`src/core/crc_unit_pkg.sv`:
```
/*
 * Constants for the checksum unit: register byte offsets, field positions,
 * reset values and generator polynomials.
 * Assumes a 32-bit APB with an 8-bit byte address and byte strobes.
 */
package crc_unit_pkg;
    // ------------------------------------------------------------
    // register byte offsets
    // ------------------------------------------------------------
    localparam logic [7:0] off_crc32_result_data = 8'h00;
    localparam logic [7:0] off_crc32_scratch = 8'h04;
    localparam logic [7:0] off_crc32_engine_reset_control = 8'h08;
    localparam logic [7:0] off_crc16_control = 8'h0C;
    localparam logic [7:0] off_crc16_input_byte = 8'h10;
    localparam logic [7:0] off_crc16_result = 8'h14;
    localparam logic [7:0] off_xor_checksum_result = 8'h18;

    // ------------------------------------------------------------
    // field positions
    // ------------------------------------------------------------
    localparam int crc32_reset_pos = 0;
    localparam int input_bit_order_select_pos = 1;
    localparam int crc16_clear_bit_pos = 2;

    // ------------------------------------------------------------
    // reset values and polynomials
    // ------------------------------------------------------------
    localparam logic [31:0] crc32_init = 32'hFFFF_FFFF;
    localparam logic [15:0] crc16_reset_value = 16'h0000;
    localparam logic [7:0] byte_reset_value = 8'h00;
    localparam logic [15:0] crc16_poly = 16'h8005;
    localparam logic [31:0] crc32_poly = 32'h04C1_1DB7;
    localparam logic [3:0] strobe_word = 4'hF;
endpackage

```
`src/core/crc_unit.sv`:
```
/*
 * APB slave of the checksum unit: CRC32 word engine with self-clearing
 * reinit, CRC16 byte engine with clear, seed and bit-order control, and an
 * 8-bit XOR checksum updated alongside the CRC16.
 * Assumes an APB4 master on pclk with byte strobes; one wait state per access.
 */
// The APB interface to the registers was chosen for this implementation.
`timescale 1ns/1ns
// How it works
// - crc32 reinit loads all ones
// - crc32 reinit bit self-clears after one cycle
// - crc16 clear zeroes result, one-cycle pulse
// - crc16 clear bit always reads zero
// - bit order: 0 msb first, 1 lsb first
// - bit order never touches stored result
// - input register takes low data byte
// - byte, halfword, word access via strobes
// - each input write with pstrb[0] set updates crc16 result
// - crc16 poly 0x8005, one byte per cycle
// - seed is previous result or written value
// - crc32 word write folds into result
// - crc32 uses ethernet polynomial
module crc_unit (
    input wire logic pclk,
    input wire logic presetn,
    input wire logic psel,
    input wire logic penable,
    input wire logic pwrite,
    input wire logic [7:0] paddr,
    input wire logic [31:0] pwdata,
    input wire logic [3:0] pstrb,
    output logic [31:0] prdata,
    output logic pready,
    output logic pslverr
);
    // ------------------------------------------------------------
    // state
    // ------------------------------------------------------------
    logic [31:0] crc32_value;
    logic [7:0] crc32_scratch;
    logic crc32_reset_pending;
    logic bit_order;
    logic clear_pending;
    logic [7:0] input_byte;
    logic [15:0] crc16_value;
    logic [7:0] xor_value;

    logic access;
    logic wr_done;
    logic mapped;
    logic [31:0] read_word;
    logic [15:0] next_crc16;
    logic [31:0] next_crc32;

    logic hit_crc32;
    logic hit_scratch;
    logic hit_reset;
    logic hit_ctrl;
    logic hit_input;
    logic hit_result;
    logic hit_xor;

    // ------------------------------------------------------------
    // bus decode
    // ------------------------------------------------------------
    assign access = psel & penable;
    assign wr_done = access & pready & pwrite & ~pslverr;

    assign hit_crc32 = paddr == crc_unit_pkg::off_crc32_result_data;
    assign hit_scratch = paddr == crc_unit_pkg::off_crc32_scratch;
    assign hit_reset = paddr == crc_unit_pkg::off_crc32_engine_reset_control;
    assign hit_ctrl = paddr == crc_unit_pkg::off_crc16_control;
    assign hit_input = paddr == crc_unit_pkg::off_crc16_input_byte;
    assign hit_result = paddr == crc_unit_pkg::off_crc16_result;
    assign hit_xor = paddr == crc_unit_pkg::off_xor_checksum_result;
    assign mapped = hit_crc32 | hit_scratch | hit_reset | hit_ctrl | hit_input | hit_result | hit_xor;

    // reserved bits and the clear bit read as zero
    always_comb begin
        read_word = 32'h0000_0000;
        case (1'b1)
            hit_crc32: read_word = crc32_value;
            hit_scratch: read_word[7:0] = crc32_scratch;
            hit_reset: read_word[crc_unit_pkg::crc32_reset_pos] = crc32_reset_pending;
            hit_ctrl: read_word[crc_unit_pkg::input_bit_order_select_pos] = bit_order;
            hit_input: read_word[7:0] = input_byte;
            hit_result: read_word[15:0] = crc16_value;
            hit_xor: read_word[7:0] = xor_value;
            default: read_word = 32'h0000_0000;
        endcase
    end

    // one wait state: pready rises in the second access cycle
    always_ff @(posedge pclk or negedge presetn) begin
        if (!presetn) begin
            pready <= 1'b0;
            pslverr <= 1'b0;
            prdata <= 32'h0000_0000;
        end else begin
            pready <= access & ~pready;
            pslverr <= access & ~pready & ~mapped;
            if (access & ~pready & ~pwrite) begin
                prdata <= mapped ? read_word : 32'h0000_0000;
            end
        end
    end

    // ------------------------------------------------------------
    // engines
    // ------------------------------------------------------------
    crc16_byte_step u_crc16 (
        .data(pwdata[7:0]),
        .lsb_first(bit_order),
        .crc_in(crc16_value),
        .crc_out(next_crc16)
    );

    crc32_word_step u_crc32 (
        .data(pwdata),
        .crc_in(crc32_value),
        .crc_out(next_crc32)
    );

    // ------------------------------------------------------------
    // crc32 result and reinit
    // ------------------------------------------------------------
    always_ff @(posedge pclk or negedge presetn) begin
        if (!presetn) begin
            crc32_value <= crc_unit_pkg::crc32_init;
        end else if (crc32_reset_pending) begin
            crc32_value <= crc_unit_pkg::crc32_init;
        end else if (wr_done & hit_crc32 & (pstrb == crc_unit_pkg::strobe_word)) begin
            crc32_value <= next_crc32;
        end
    end

    always_ff @(posedge pclk or negedge presetn) begin
        if (!presetn) begin
            crc32_reset_pending <= 1'b0;
        end else if (wr_done & hit_reset & pstrb[0] & pwdata[crc_unit_pkg::crc32_reset_pos]) begin
            crc32_reset_pending <= 1'b1;
        end else begin
            crc32_reset_pending <= 1'b0;
        end
    end

    // scratch byte is untouched by the reinit
    always_ff @(posedge pclk or negedge presetn) begin
        if (!presetn) begin
            crc32_scratch <= crc_unit_pkg::byte_reset_value;
        end else if (wr_done & hit_scratch & pstrb[0]) begin
            crc32_scratch <= pwdata[7:0];
        end
    end

    // ------------------------------------------------------------
    // crc16 control
    // ------------------------------------------------------------
    always_ff @(posedge pclk or negedge presetn) begin
        if (!presetn) begin
            bit_order <= 1'b0;
        end else if (wr_done & hit_ctrl & pstrb[0]) begin
            bit_order <= pwdata[crc_unit_pkg::input_bit_order_select_pos];
        end
    end

    always_ff @(posedge pclk or negedge presetn) begin
        if (!presetn) begin
            clear_pending <= 1'b0;
        end else begin
            clear_pending <= wr_done & hit_ctrl & pstrb[0] & pwdata[crc_unit_pkg::crc16_clear_bit_pos];
        end
    end

    // ------------------------------------------------------------
    // crc16 data path
    // ------------------------------------------------------------
    always_ff @(posedge pclk or negedge presetn) begin
        if (!presetn) begin
            input_byte <= crc_unit_pkg::byte_reset_value;
        end else if (wr_done & hit_input & pstrb[0]) begin
            input_byte <= pwdata[7:0];
        end
    end

    // result lanes written separately so two byte writes seed all 16 bits
    always_ff @(posedge pclk or negedge presetn) begin
        if (!presetn) begin
            crc16_value <= crc_unit_pkg::crc16_reset_value;
        end else if (clear_pending) begin
            crc16_value <= crc_unit_pkg::crc16_reset_value;
        end else if (wr_done & hit_input & pstrb[0]) begin
            crc16_value <= next_crc16;
        end else if (wr_done & hit_result) begin
            if (pstrb[0]) begin
                crc16_value[7:0] <= pwdata[7:0];
            end
            if (pstrb[1]) begin
                crc16_value[15:8] <= pwdata[15:8];
            end
        end
    end

    always_ff @(posedge pclk or negedge presetn) begin
        if (!presetn) begin
            xor_value <= crc_unit_pkg::byte_reset_value;
        end else if (wr_done & hit_input & pstrb[0]) begin
            xor_value <= xor_value ^ pwdata[7:0];
        end else if (wr_done & hit_xor & pstrb[0]) begin
            xor_value <= pwdata[7:0];
        end
    end

    // ------------------------------------------------------------
    // assertions
    // ------------------------------------------------------------
    property p_crc32_reinit;
        @(posedge pclk) disable iff (!presetn)
        crc32_reset_pending |=> (crc32_value == crc_unit_pkg::crc32_init);
    endproperty
    a_crc32_reinit: assert property (p_crc32_reinit) else $error("crc32 not all ones after reinit");

    property p_crc32_reset_selfclear;
        @(posedge pclk) disable iff (!presetn)
        crc32_reset_pending |=> !crc32_reset_pending;
    endproperty
    a_crc32_reset_selfclear: assert property (p_crc32_reset_selfclear) else $error("reinit bit stuck");

    property p_clear_zero;
        @(posedge pclk) disable iff (!presetn)
        (wr_done && hit_ctrl && pstrb[0] && pwdata[2])
            |=> clear_pending ##1 (!clear_pending && crc16_value == 16'h0000);
    endproperty
    a_clear_zero: assert property (p_clear_zero) else $error("crc16 clear did not zero result");

    property p_clear_reads_zero;
        @(posedge pclk) disable iff (!presetn)
        (access && !pready && !pwrite && hit_ctrl) |=> (prdata[2] == 1'b0 && prdata[0] == 1'b0);
    endproperty
    a_clear_reads_zero: assert property (p_clear_reads_zero) else $error("control read shows clear bit");

    property p_order_keeps_result;
        @(posedge pclk) disable iff (!presetn)
        (wr_done && hit_ctrl && !pwdata[2]) |=> $stable(crc16_value);
    endproperty
    a_order_keeps_result: assert property (p_order_keeps_result) else $error("order write moved result");

    property p_input_updates;
        @(posedge pclk) disable iff (!presetn)
        (wr_done && hit_input && pstrb[0] && !clear_pending) |=> (crc16_value == $past(next_crc16));
    endproperty
    a_input_updates: assert property (p_input_updates) else $error("crc16 not updated on input write");

    property p_xor_update;
        @(posedge pclk) disable iff (!presetn)
        (wr_done && hit_input && pstrb[0]) |=> (xor_value == ($past(xor_value) ^ $past(pwdata[7:0])));
    endproperty
    a_xor_update: assert property (p_xor_update) else $error("checksum not xored with byte");

    property p_crc16_known_vector;
        @(posedge pclk) disable iff (!presetn)
        (wr_done && hit_input && pstrb[0] && !bit_order && !clear_pending && crc16_value == 16'h0000
            && pwdata[7:0] == 8'h01) |=> (crc16_value == 16'h8005);
    endproperty
    a_crc16_known_vector: assert property (p_crc16_known_vector) else $error("crc16 polynomial wrong");

    property p_crc32_word;
        @(posedge pclk) disable iff (!presetn)
        (wr_done && hit_crc32 && pstrb == 4'hF && !crc32_reset_pending) |=> (crc32_value == $past(next_crc32));
    endproperty
    a_crc32_word: assert property (p_crc32_word) else $error("crc32 word not folded");

    property p_reserved_zero;
        @(posedge pclk) disable iff (!presetn)
        (access && !pready && !pwrite && (hit_input || hit_xor || hit_scratch)) |=> (prdata[31:8] == 24'h000000);
    endproperty
    a_reserved_zero: assert property (p_reserved_zero) else $error("reserved bits not zero");

    property p_seed_halves;
        @(posedge pclk) disable iff (!presetn)
        (wr_done && hit_result && pstrb[1:0] == 2'b01 && !clear_pending) |=> $stable(crc16_value[15:8]);
    endproperty
    a_seed_halves: assert property (p_seed_halves) else $error("byte seed touched upper half");

    property p_pready_pulse;
        @(posedge pclk) disable iff (!presetn)
        pready |=> !pready;
    endproperty
    a_pready_pulse: assert property (p_pready_pulse) else $error("pready held two cycles");

    property p_err_ready;
        @(posedge pclk) disable iff (!presetn)
        pslverr |-> pready;
    endproperty
    a_err_ready: assert property (p_err_ready) else $error("slave error without pready");

    property p_unmapped_read;
        @(posedge pclk) disable iff (!presetn)
        (access && !pready && !pwrite && !mapped) |=> (pslverr && prdata == 32'h0000_0000);
    endproperty
    a_unmapped_read: assert property (p_unmapped_read) else $error("unmapped read not refused");

    property p_crc32_partial;
        @(posedge pclk) disable iff (!presetn)
        (wr_done && hit_crc32 && pstrb != 4'hF && !crc32_reset_pending) |=> $stable(crc32_value);
    endproperty
    a_crc32_partial: assert property (p_crc32_partial) else $error("partial crc32 write folded");

    property p_scratch_keep;
        @(posedge pclk) disable iff (!presetn)
        crc32_reset_pending |=> $stable(crc32_scratch);
    endproperty
    a_scratch_keep: assert property (p_scratch_keep) else $error("reinit touched scratch byte");

    property p_ctrl_rsvd;
        @(posedge pclk) disable iff (!presetn)
        (access && !pready && !pwrite && hit_ctrl) |=> (prdata[31:3] == 29'h0000_0000);
    endproperty
    a_ctrl_rsvd: assert property (p_ctrl_rsvd) else $error("control reserved bits not zero");

    property p_result_rsvd;
        @(posedge pclk) disable iff (!presetn)
        (access && !pready && !pwrite && hit_result) |=> (prdata[31:16] == 16'h0000);
    endproperty
    a_result_rsvd: assert property (p_result_rsvd) else $error("result reserved bits not zero");

    property p_reset_rsvd;
        @(posedge pclk) disable iff (!presetn)
        (access && !pready && !pwrite && hit_reset) |=> (prdata[31:1] == 31'h0000_0000);
    endproperty
    a_reset_rsvd: assert property (p_reset_rsvd) else $error("reinit reserved bits not zero");

    property p_order_write;
        @(posedge pclk) disable iff (!presetn)
        (wr_done && hit_ctrl && pstrb[0]) |=> (bit_order == $past(pwdata[1]));
    endproperty
    a_order_write: assert property (p_order_write) else $error("bit order not stored");

    property p_xor_load;
        @(posedge pclk) disable iff (!presetn)
        (wr_done && hit_xor && pstrb[0]) |=> (xor_value == $past(pwdata[7:0]));
    endproperty
    a_xor_load: assert property (p_xor_load) else $error("checksum seed not loaded");

    property p_prdata_hold;
        @(posedge pclk) disable iff (!presetn)
        !(access && !pready && !pwrite) |=> $stable(prdata);
    endproperty
    a_prdata_hold: assert property (p_prdata_hold) else $error("read data moved outside a read");

    c_crc16_input: cover property (@(posedge pclk) disable iff (!presetn) wr_done && hit_input);
    c_crc16_clear: cover property (@(posedge pclk) disable iff (!presetn) clear_pending);
    c_crc32_reinit: cover property (@(posedge pclk) disable iff (!presetn) crc32_reset_pending);
    c_lsb_first_input: cover property (@(posedge pclk) disable iff (!presetn) wr_done && hit_input && bit_order);
endmodule

```
`src/core/crc16_byte_step.sv`:
```
/*
 * One CRC16 step over a single byte, purely combinational.
 * Assumes the caller registers the result; no final XOR; input bits reflected only when lsb_first is set, output never reflected.
 */
`timescale 1ns/1ns
module crc16_byte_step (
    input wire logic [7:0] data,
    input wire logic lsb_first,
    input wire logic [15:0] crc_in,
    output logic [15:0] crc_out
);
    logic [15:0] chain [0:8];

    assign chain[0] = crc_in;

    // ------------------------------------------------------------
    // eight serial shifts, bit order picked per input byte only
    // ------------------------------------------------------------
    genvar i;
    generate
        for (i = 0; i < 8; i++) begin : g_bit
            logic in_bit;
            logic fb;
            assign in_bit = lsb_first ? data[i] : data[7 - i];
            assign fb = chain[i][15] ^ in_bit;
            assign chain[i + 1] = {chain[i][14:0], 1'b0} ^ (fb ? crc_unit_pkg::crc16_poly : 16'h0000);
        end
    endgenerate

    assign crc_out = chain[8];
endmodule

```
`src/core/crc32_word_step.sv`:
```
/*
 * One CRC32 step over a whole 32-bit word, MSB first, purely combinational.
 * Assumes the caller registers the result.
 */
`timescale 1ns/1ns
module crc32_word_step (
    input wire logic [31:0] data,
    input wire logic [31:0] crc_in,
    output logic [31:0] crc_out
);
    logic [31:0] chain [0:32];

    assign chain[0] = crc_in;

    genvar i;
    generate
        for (i = 0; i < 32; i++) begin : g_bit
            logic fb;
            assign fb = chain[i][31] ^ data[31 - i];
            assign chain[i + 1] = {chain[i][30:0], 1'b0} ^ (fb ? crc_unit_pkg::crc32_poly : 32'h0000_0000);
        end
    endgenerate

    assign crc_out = chain[32];
endmodule

```
`config.mk`:
```
export PLATFORM = sky130hd
export DESIGN_NAME = crc_unit
export DESIGN_NICKNAME = d
export VERILOG_FILES = /design/src/core/crc_unit_pkg.sv /design/src/core/crc_unit.sv /design/src/core/crc16_byte_step.sv /design/src/core/crc32_word_step.sv
export SDC_FILE = /design/constraint.sdc
export NUM_CORES = 1
export LEC_CHECK = 0
export ABC_AREA = 1
export BUFFER_PORTS_ARGS = -buffer_cell sky130_fd_sc_hd__buf_2
export CAP_MARGIN = 20
export CORE_ASPECT_RATIO = 1.1
export CORE_MARGIN = 4
export CORE_UTILIZATION = 30
export DETAILED_ROUTE_END_ITERATION = 8
export PLACE_DENSITY = 0.56
export SLEW_MARGIN = 20
export SYNTH_ARGS = -nofsm -noshare
export SYNTH_HDL_FRONTEND = slang
export SYNTH_HIERARCHICAL = 1
export SYNTH_SLANG_ARGS = --single-unit
```
`constraint.sdc`:
```
create_clock -name pclk -period 3.8 [get_ports pclk]
set_clock_uncertainty 0.05 [all_clocks]
set_input_delay 0.76 -clock pclk [delete_from_list [all_inputs] [get_ports pclk]]
set_output_delay 0.76 -clock pclk [all_outputs]
set_load 0.01 [all_outputs]
```
# Word level (Yosys, flattened, before mapping)
# Index checks and enable logic that the tools add are counted.
dict set report totals {
  reg_bits 109
  input_bits 49
  out_inout_bits 34
  word_cells 227
}
dict set report classes {
  n_eq_ne 7
  muxes 87
  n_bitwise 113
  n_reduce_logical 8
}
# cell n
set ops {}
lappend ops {{32-bit bitwise XOR} 32}
lappend ops {{27-bit 2-to-1 mux} 32}
lappend ops {{16-bit 2-to-1 mux} 12}
lappend ops {{16-bit bitwise XOR} 8}
lappend ops {{32-bit 2-to-1 mux} 3}
lappend ops {{8-bit 2-to-1 mux} 10}
lappend ops {{6-bit 2-to-1 mux} 7}
lappend ops {{1-bit bitwise XOR} 40}
lappend ops {{8-bit by 5-bit == test with 1-bit output (second input constant)} 3}
lappend ops {{1-bit 2-to-1 mux} 23}
lappend ops {{1-bit AND} 22}
lappend ops {{8-bit by 4-bit == test with 1-bit output (second input constant)} 2}
lappend ops {{3-bit nonzero test} 3}
lappend ops {{8-bit by 3-bit == test with 1-bit output (second input constant)} 1}
lappend ops {{8-bit zero test} 1}
lappend ops {{8-bit bitwise XOR} 1}
lappend ops {{1-bit bitwise OR} 6}
lappend ops {{4-bit == test (second input constant)} 1}
lappend ops {{1-bit inverter} 4}
lappend ops {{2-bit AND reduction} 2}
lappend ops {{2-bit nonzero test} 2}

# Logic depth before layout (Yosys ltp)
dict set report depth {
  word_depth 98
  depth_mapped 31
  mapped_depth_nobuf 31
}

# Modules after synthesis
# Netlist, hierarchy kept.
# module instances cells_per_inst area_per_inst_um2 seq_area_each_um2
set modules_own_cells {}
lappend modules_own_cells {crc_unit 1 652 5212.5 2767.7}
lappend modules_own_cells {crc32_word_step 1 975 5201.2 0.0}
lappend modules_own_cells {crc16_byte_step 1 108 704.4 0.0}

# Worst setup path before layout
# No wires, ideal clock.
dict set report synth_path {
  path_kind {input to register}
  start {input port pwdata[31]}
  end {register crc32_value[8]}
  setup_ps 79
  arrival_ps 2978
  required_ps 3671
  setup_slack_ps 693
  stages 26
  path_buffers 0
  cell_sequence {inv_1 nand2_1 nand2_4 nand2_4 nand2_4 nand3_1 nand2_4 nand2_2 nand2_2 inv_2 nand2_1 nand3_2 nand2_4 inv_2 nand2_4 nand3_2 nand2_2 nand2_2 nand2_4 nand2_1 nand2_2 nand2_1 nand2_1 inv_1 o21ai_0 nand2_1}
}
dict set report synth_via {
  elab_chain_cells 46
  elab_cells_between_ends 70
  classes_between {mux (20); bitwise (50)}
}
# element line
set synth_lines {}
lappend synth_lines {{start: declaration} crc_unit.sv:30} ;# input wire logic [31:0] pwdata,
lappend synth_lines {{1-bit bitwise XOR (*)} crc32_word_step.sv:19} ;# assign fb = chain[i][31] ^ data[31 - i];
lappend synth_lines {{27-bit 2-to-1 mux (*)} crc32_word_step.sv:20} ;# assign chain[i + 1] = {chain[i][30:0], 1'b0} ^ (fb ? crc_unit_pkg::crc32_poly : 32'h0000_0000);
lappend synth_lines {{32-bit bitwise XOR (*) (6 in a row)} crc32_word_step.sv:20}
lappend synth_lines {{1-bit bitwise XOR} crc32_word_step.sv:19}
lappend synth_lines {{27-bit 2-to-1 mux} crc32_word_step.sv:20}
lappend synth_lines {{32-bit bitwise XOR (*) (6 in a row)} crc32_word_step.sv:20}
lappend synth_lines {{1-bit bitwise XOR} crc32_word_step.sv:19}
lappend synth_lines {{27-bit 2-to-1 mux} crc32_word_step.sv:20}
lappend synth_lines {{[15 not listed]} n/a}
lappend synth_lines {{27-bit 2-to-1 mux} crc32_word_step.sv:20}
lappend synth_lines {{32-bit bitwise XOR (*) (6 in a row)} crc32_word_step.sv:20}
lappend synth_lines {{1-bit bitwise XOR} crc32_word_step.sv:19}
lappend synth_lines {{27-bit 2-to-1 mux} crc32_word_step.sv:20}
lappend synth_lines {{32-bit bitwise XOR (*) (2 in a row)} crc32_word_step.sv:20}
lappend synth_lines {{named net next_crc32[8]} crc_unit.sv:53} ;# logic [31:0] next_crc32;
lappend synth_lines {{32-bit 2-to-1 mux (*)} crc_unit.sv:132} ;# end else if (wr_done & hit_crc32 & (pstrb == crc_unit_pkg::strobe_word)) begin
lappend synth_lines {{32-bit 2-to-1 mux (*)} crc_unit.sv:130} ;# end else if (crc32_reset_pending) begin
lappend synth_lines {{end signal: assignment} crc_unit.sv:129} ;# crc32_value <= crc_unit_pkg::crc32_init;
lappend synth_lines {{end signal: assignment} crc_unit.sv:131} ;# crc32_value <= crc_unit_pkg::crc32_init;
lappend synth_lines {{end signal: assignment} crc_unit.sv:133} ;# crc32_value <= next_crc32;
lappend synth_lines {{end: declaration} crc_unit.sv:39} ;# logic [31:0] crc32_value;
# Mark *: on every way through the listed nets, which the timed path passes. The rest lies on a longest branch. The select of a mux whose other input is x is not followed.
# A chain may end at the register's enable or synchronous reset.

# Worst setup path after layout
dict set report layout_path {
  start {register crc32_value[27]}
  end {register crc32_value[18]}
}
dict set report layout_via {
  elab_chain_cells 42
  elab_cells_between_ends 56
  classes_between {mux (13); bitwise (43)}
}
# element line
set layout_lines {}
lappend layout_lines {{32-bit bitwise XOR (*) (4 in a row)} crc32_word_step.sv:20}
lappend layout_lines {{1-bit bitwise XOR (*)} crc32_word_step.sv:19}
lappend layout_lines {{27-bit 2-to-1 mux (*)} crc32_word_step.sv:20}
lappend layout_lines {{32-bit bitwise XOR (*) (6 in a row)} crc32_word_step.sv:20}
lappend layout_lines {{1-bit bitwise XOR or 32-bit bitwise XOR (tied branches)} {crc32_word_step.sv:19, crc32_word_step.sv:20}}
lappend layout_lines {{27-bit 2-to-1 mux or 32-bit bitwise XOR (tied branches)} crc32_word_step.sv:20}
lappend layout_lines {{32-bit bitwise XOR (*) (6 in a row)} crc32_word_step.sv:20}
lappend layout_lines {{1-bit bitwise XOR or 32-bit bitwise XOR (tied branches)} {crc32_word_step.sv:19, crc32_word_step.sv:20}}
lappend layout_lines {{27-bit 2-to-1 mux or 32-bit bitwise XOR (tied branches)} crc32_word_step.sv:20}
lappend layout_lines {{32-bit bitwise XOR (*) (9 in a row)} crc32_word_step.sv:20}
lappend layout_lines {{1-bit bitwise XOR or 32-bit bitwise XOR (tied branches)} {crc32_word_step.sv:19, crc32_word_step.sv:20}}
lappend layout_lines {{27-bit 2-to-1 mux or 32-bit bitwise XOR (tied branches)} crc32_word_step.sv:20}
lappend layout_lines {{32-bit bitwise XOR (*) (7 in a row)} crc32_word_step.sv:20}
lappend layout_lines {{named net next_crc32[18]} crc_unit.sv:53}
lappend layout_lines {{32-bit 2-to-1 mux (*)} crc_unit.sv:132}
lappend layout_lines {{32-bit 2-to-1 mux (*)} crc_unit.sv:130}
# Marks and branches as above.

==> run_results.csv <==
group,metric,value,unit
outcome,outcome,"finished clean",
min_path,hold_class,"in2async",
sta,finalCritPeriodShare,93.42,%
critical_path,critPathMaxFanout,9,
detailed_routing,ant_nets,0,
cts,clock_path_buffers,2,
yosys,synth-seq-cells,109,
floorplan,die_h,209.9,um
yosys,synth_ff_type,"dfrtp_1",
critical_path,endpoint_kind,"register",
detailed_routing,routed_wl,42010,um
cells_and_area,areaGrowthSynthToFinish,19.40,%
placed_design,port_buffers,82,
cts,htreeDepth,3,
floorplan,die-area,40210,um^2
critical_path,slowest_delay,0.62,ns
cells_and_area,final_layout_size_suffix_gt1_share,26.04,%
floorplan,die_w,191.6,um
global_routing,grt_max_degree,74,
cts,clk_pin_slew,0.10,ns
cts,cts_buffers,9,
detailed_routing,avgViaCountPerCell,4.814,
global_routing,grt-ovfl-total,0,
critical_path,cp.required,4.06,ns
yosys,syn_nets,1784,
cts,cts_tree,"yes",
sta,rsz0062_at_grt,"false",
floorplan,pin_count,83,
yosys,syn-cell-area,11120,um^2
detailed_routing,wire_per_inst,17.48,um
detailed_routing,firstDrtPassIters,6,
critical_path,slowest_stage,"dfstp_2",
yosys,seq_area_frac_synth,24.89,%
cells_and_area,layout_common_cells,"nand2_1 (731), nand3_1 (188), inv_1 (139), buf_4 (119), nand2_2 (105)",
sta,worst_hold_slack,0.3142,ns
yosys,yosysWarnings,6,
global_routing,grt_pass1_vias,11000,
yosys,syn_area_per_cell,6.408,um^2
sta,finalSetupViolCount,0,
yosys,yosysTopAreaCell,"nand2_1",
cts,cts_sinks,109,
critical_path,cp_num_buf_inv,4,
yosys,async_flop_share,100.0,%
sta,final.setup.tns,0,ns
cts,worstSkewPairLatency,0.38,ns
global_routing,grt_use_total,20.59,%
floorplan,design.core.area,36350,um^2
yosys,syn_inst,1735,
sta,tightest_slew,0.6630,ns
yosys,synth-edff-count,0,
sta,drv_slew,0,
sta,slew_headroom,55.68,%
critical_path,path_cells,"inv_1 > nand2_1 > nand2_4 > nand2_1 > nand2_1 > nand3b_4 > nand2_8 > inv_2 > nand2_1 > nand2_1 > buf_4 > xnor2_1 > xor2_1 > xor2_1 > xnor2_2 > xor2_2 > buf_4 > o21ai_0 > nand2_1",
cts,cts_root_buf,"clkbuf_16",
critical_path,timing.critical_path.from_type,"register",
cells_and_area,mostFrequentLayoutCell,"nand2_1",
critical_path,critical_path.top_delay_family,"simple AND/OR/NAND/NOR gates",
yosys,synth.area.top_cells,"nand2_1 (25%), dfrtp_1 (17%), nand3_1 (8.5%)",
critical_path,cp.arrival,3.81,ns
cells_and_area,fillers,4016,
sta,fmax,281.7,MHz
detailed_routing,via_count,11572,
detailed_routing,drc,0,
placed_design,hpwlAfterDp,34220,um
yosys,synth.distinct_cells,43,
cells_and_area,nNetsFinal,1960,
detailed_routing,drt_iter0_drc,922,
global_routing,grt_first_pass_wirelength,63870,um
yosys,yosysTopAreaCellShare,25.02,%
sta,post-route-min-period,3.550,ns
placed_design,place_congestion,0.9359,
floorplan,rows,73,
cts,hold_buffers,0,
floorplan,start_util,30.58,%
run,maxCapViolCount,0,
global_routing,antenna_found_initial,1,
critical_path,crit_top_cell,"nand2_1",
critical_path,worstSetupPathType,"reg2reg",
sta,hold_viol,0,
==> routing by layer <==
| layer | global-route usage [%] | vias to the layer above | wire length [um] |
|---|---|---|---|
| li1 | - | 5752 | - |
| met1 | 27.65 | 5481 | 18710 |
| met2 | 35.81 | 288 | 20530 |
| met3 | 1.880 | 49 | 1816 |
| met4 | 4.880 | 2 | 935 |
| met5 | 0 | - | 13 |
==> synth_stat cells (12+ instances only) <==
cell type and count:
dfrtp_1 77, inv_1 140, nand2_4 44, xor2_1 99, nand3_1 188, o21ai_1 13
inv_2 30, nand2_2 98, nor2_1 40, xnor2_1 36, o21ai_0 66, dfstp_2 32
nand2_1 741, clkbuf_1 12, nand3_2 25
==> cells by family after synthesis <==
kind of cell,share of synthesized area [%]
compound gates,4.603
xor+xnor,12.20
flops,24.89
simple gates,50.26
buf+inv,8.046
==> area by class of cell <==
cell class | count | area (um^2) | share of cell area, %
clock inverters | 7 | 103.9 | 0.7823
multi-input cells | 1413 | 7541 | 56.81
diodes | 1 | 2.502 | 0.01885
inverters | 175 | 666.9 | 5.024
repair buffers | 203 | 1359 | 10.24
clock buffers | 9 | 225.2 | 1.697
well taps | 487 | 609.3 | 4.590
flip-flops and latches | 109 | 2768 | 20.85
==> timing repair <==
item	4_1_cts	5_1_grt
gates resized for setup	0	20
buffers inserted	0	3
endpoints found under the setup margin	0	18
==> state kept, by name, indices dropped and copies added, names as in the netlist <==
register	flops
xor_value	8
crc32_value	32
input_byte	8
pslverr	1
clear_pending	1
pready	1
crc32_reset_pending	1
bit_order	1
crc16_value	16
prdata	32
crc32_scratch	8
==> through the flow <==
stage	std cells	setup WS, ns	utilization, %	cell area, um^2
after CTS	2400	0.04563	36.24	13170
after global placement	2384	-0.3230	35.33	12840
final	2404	0.2500	36.52	13280
after floorplan	1735	0.6927	-	11120
after detailed placement	2384	-0.2806	35.33	12840
after global routing	2403	0.005752	36.51	13270
==> final timing paths <==
path | startpoint | end | slack [ns] | cells past startpoint
setup / recovery | crc32_value[27] | crc32_value[18] | 0.25 | 19
hold / removal | presetn | pslverr | 0.31 | 1
setup reg to reg | crc32_value[27] | crc32_value[18] | 0.25 | 19
hold reg to reg | prdata[26] | prdata[26] | 0.43 | 2
max in group asynchronous | presetn | crc32_value[19] | 2.58 | 2
min in group pclk | prdata[26] | prdata[26] | 0.43 | 2
Power is left out: the tool's default activity adds up to more than one toggle a clock period on the data nets, which glitch-free logic cannot reach.
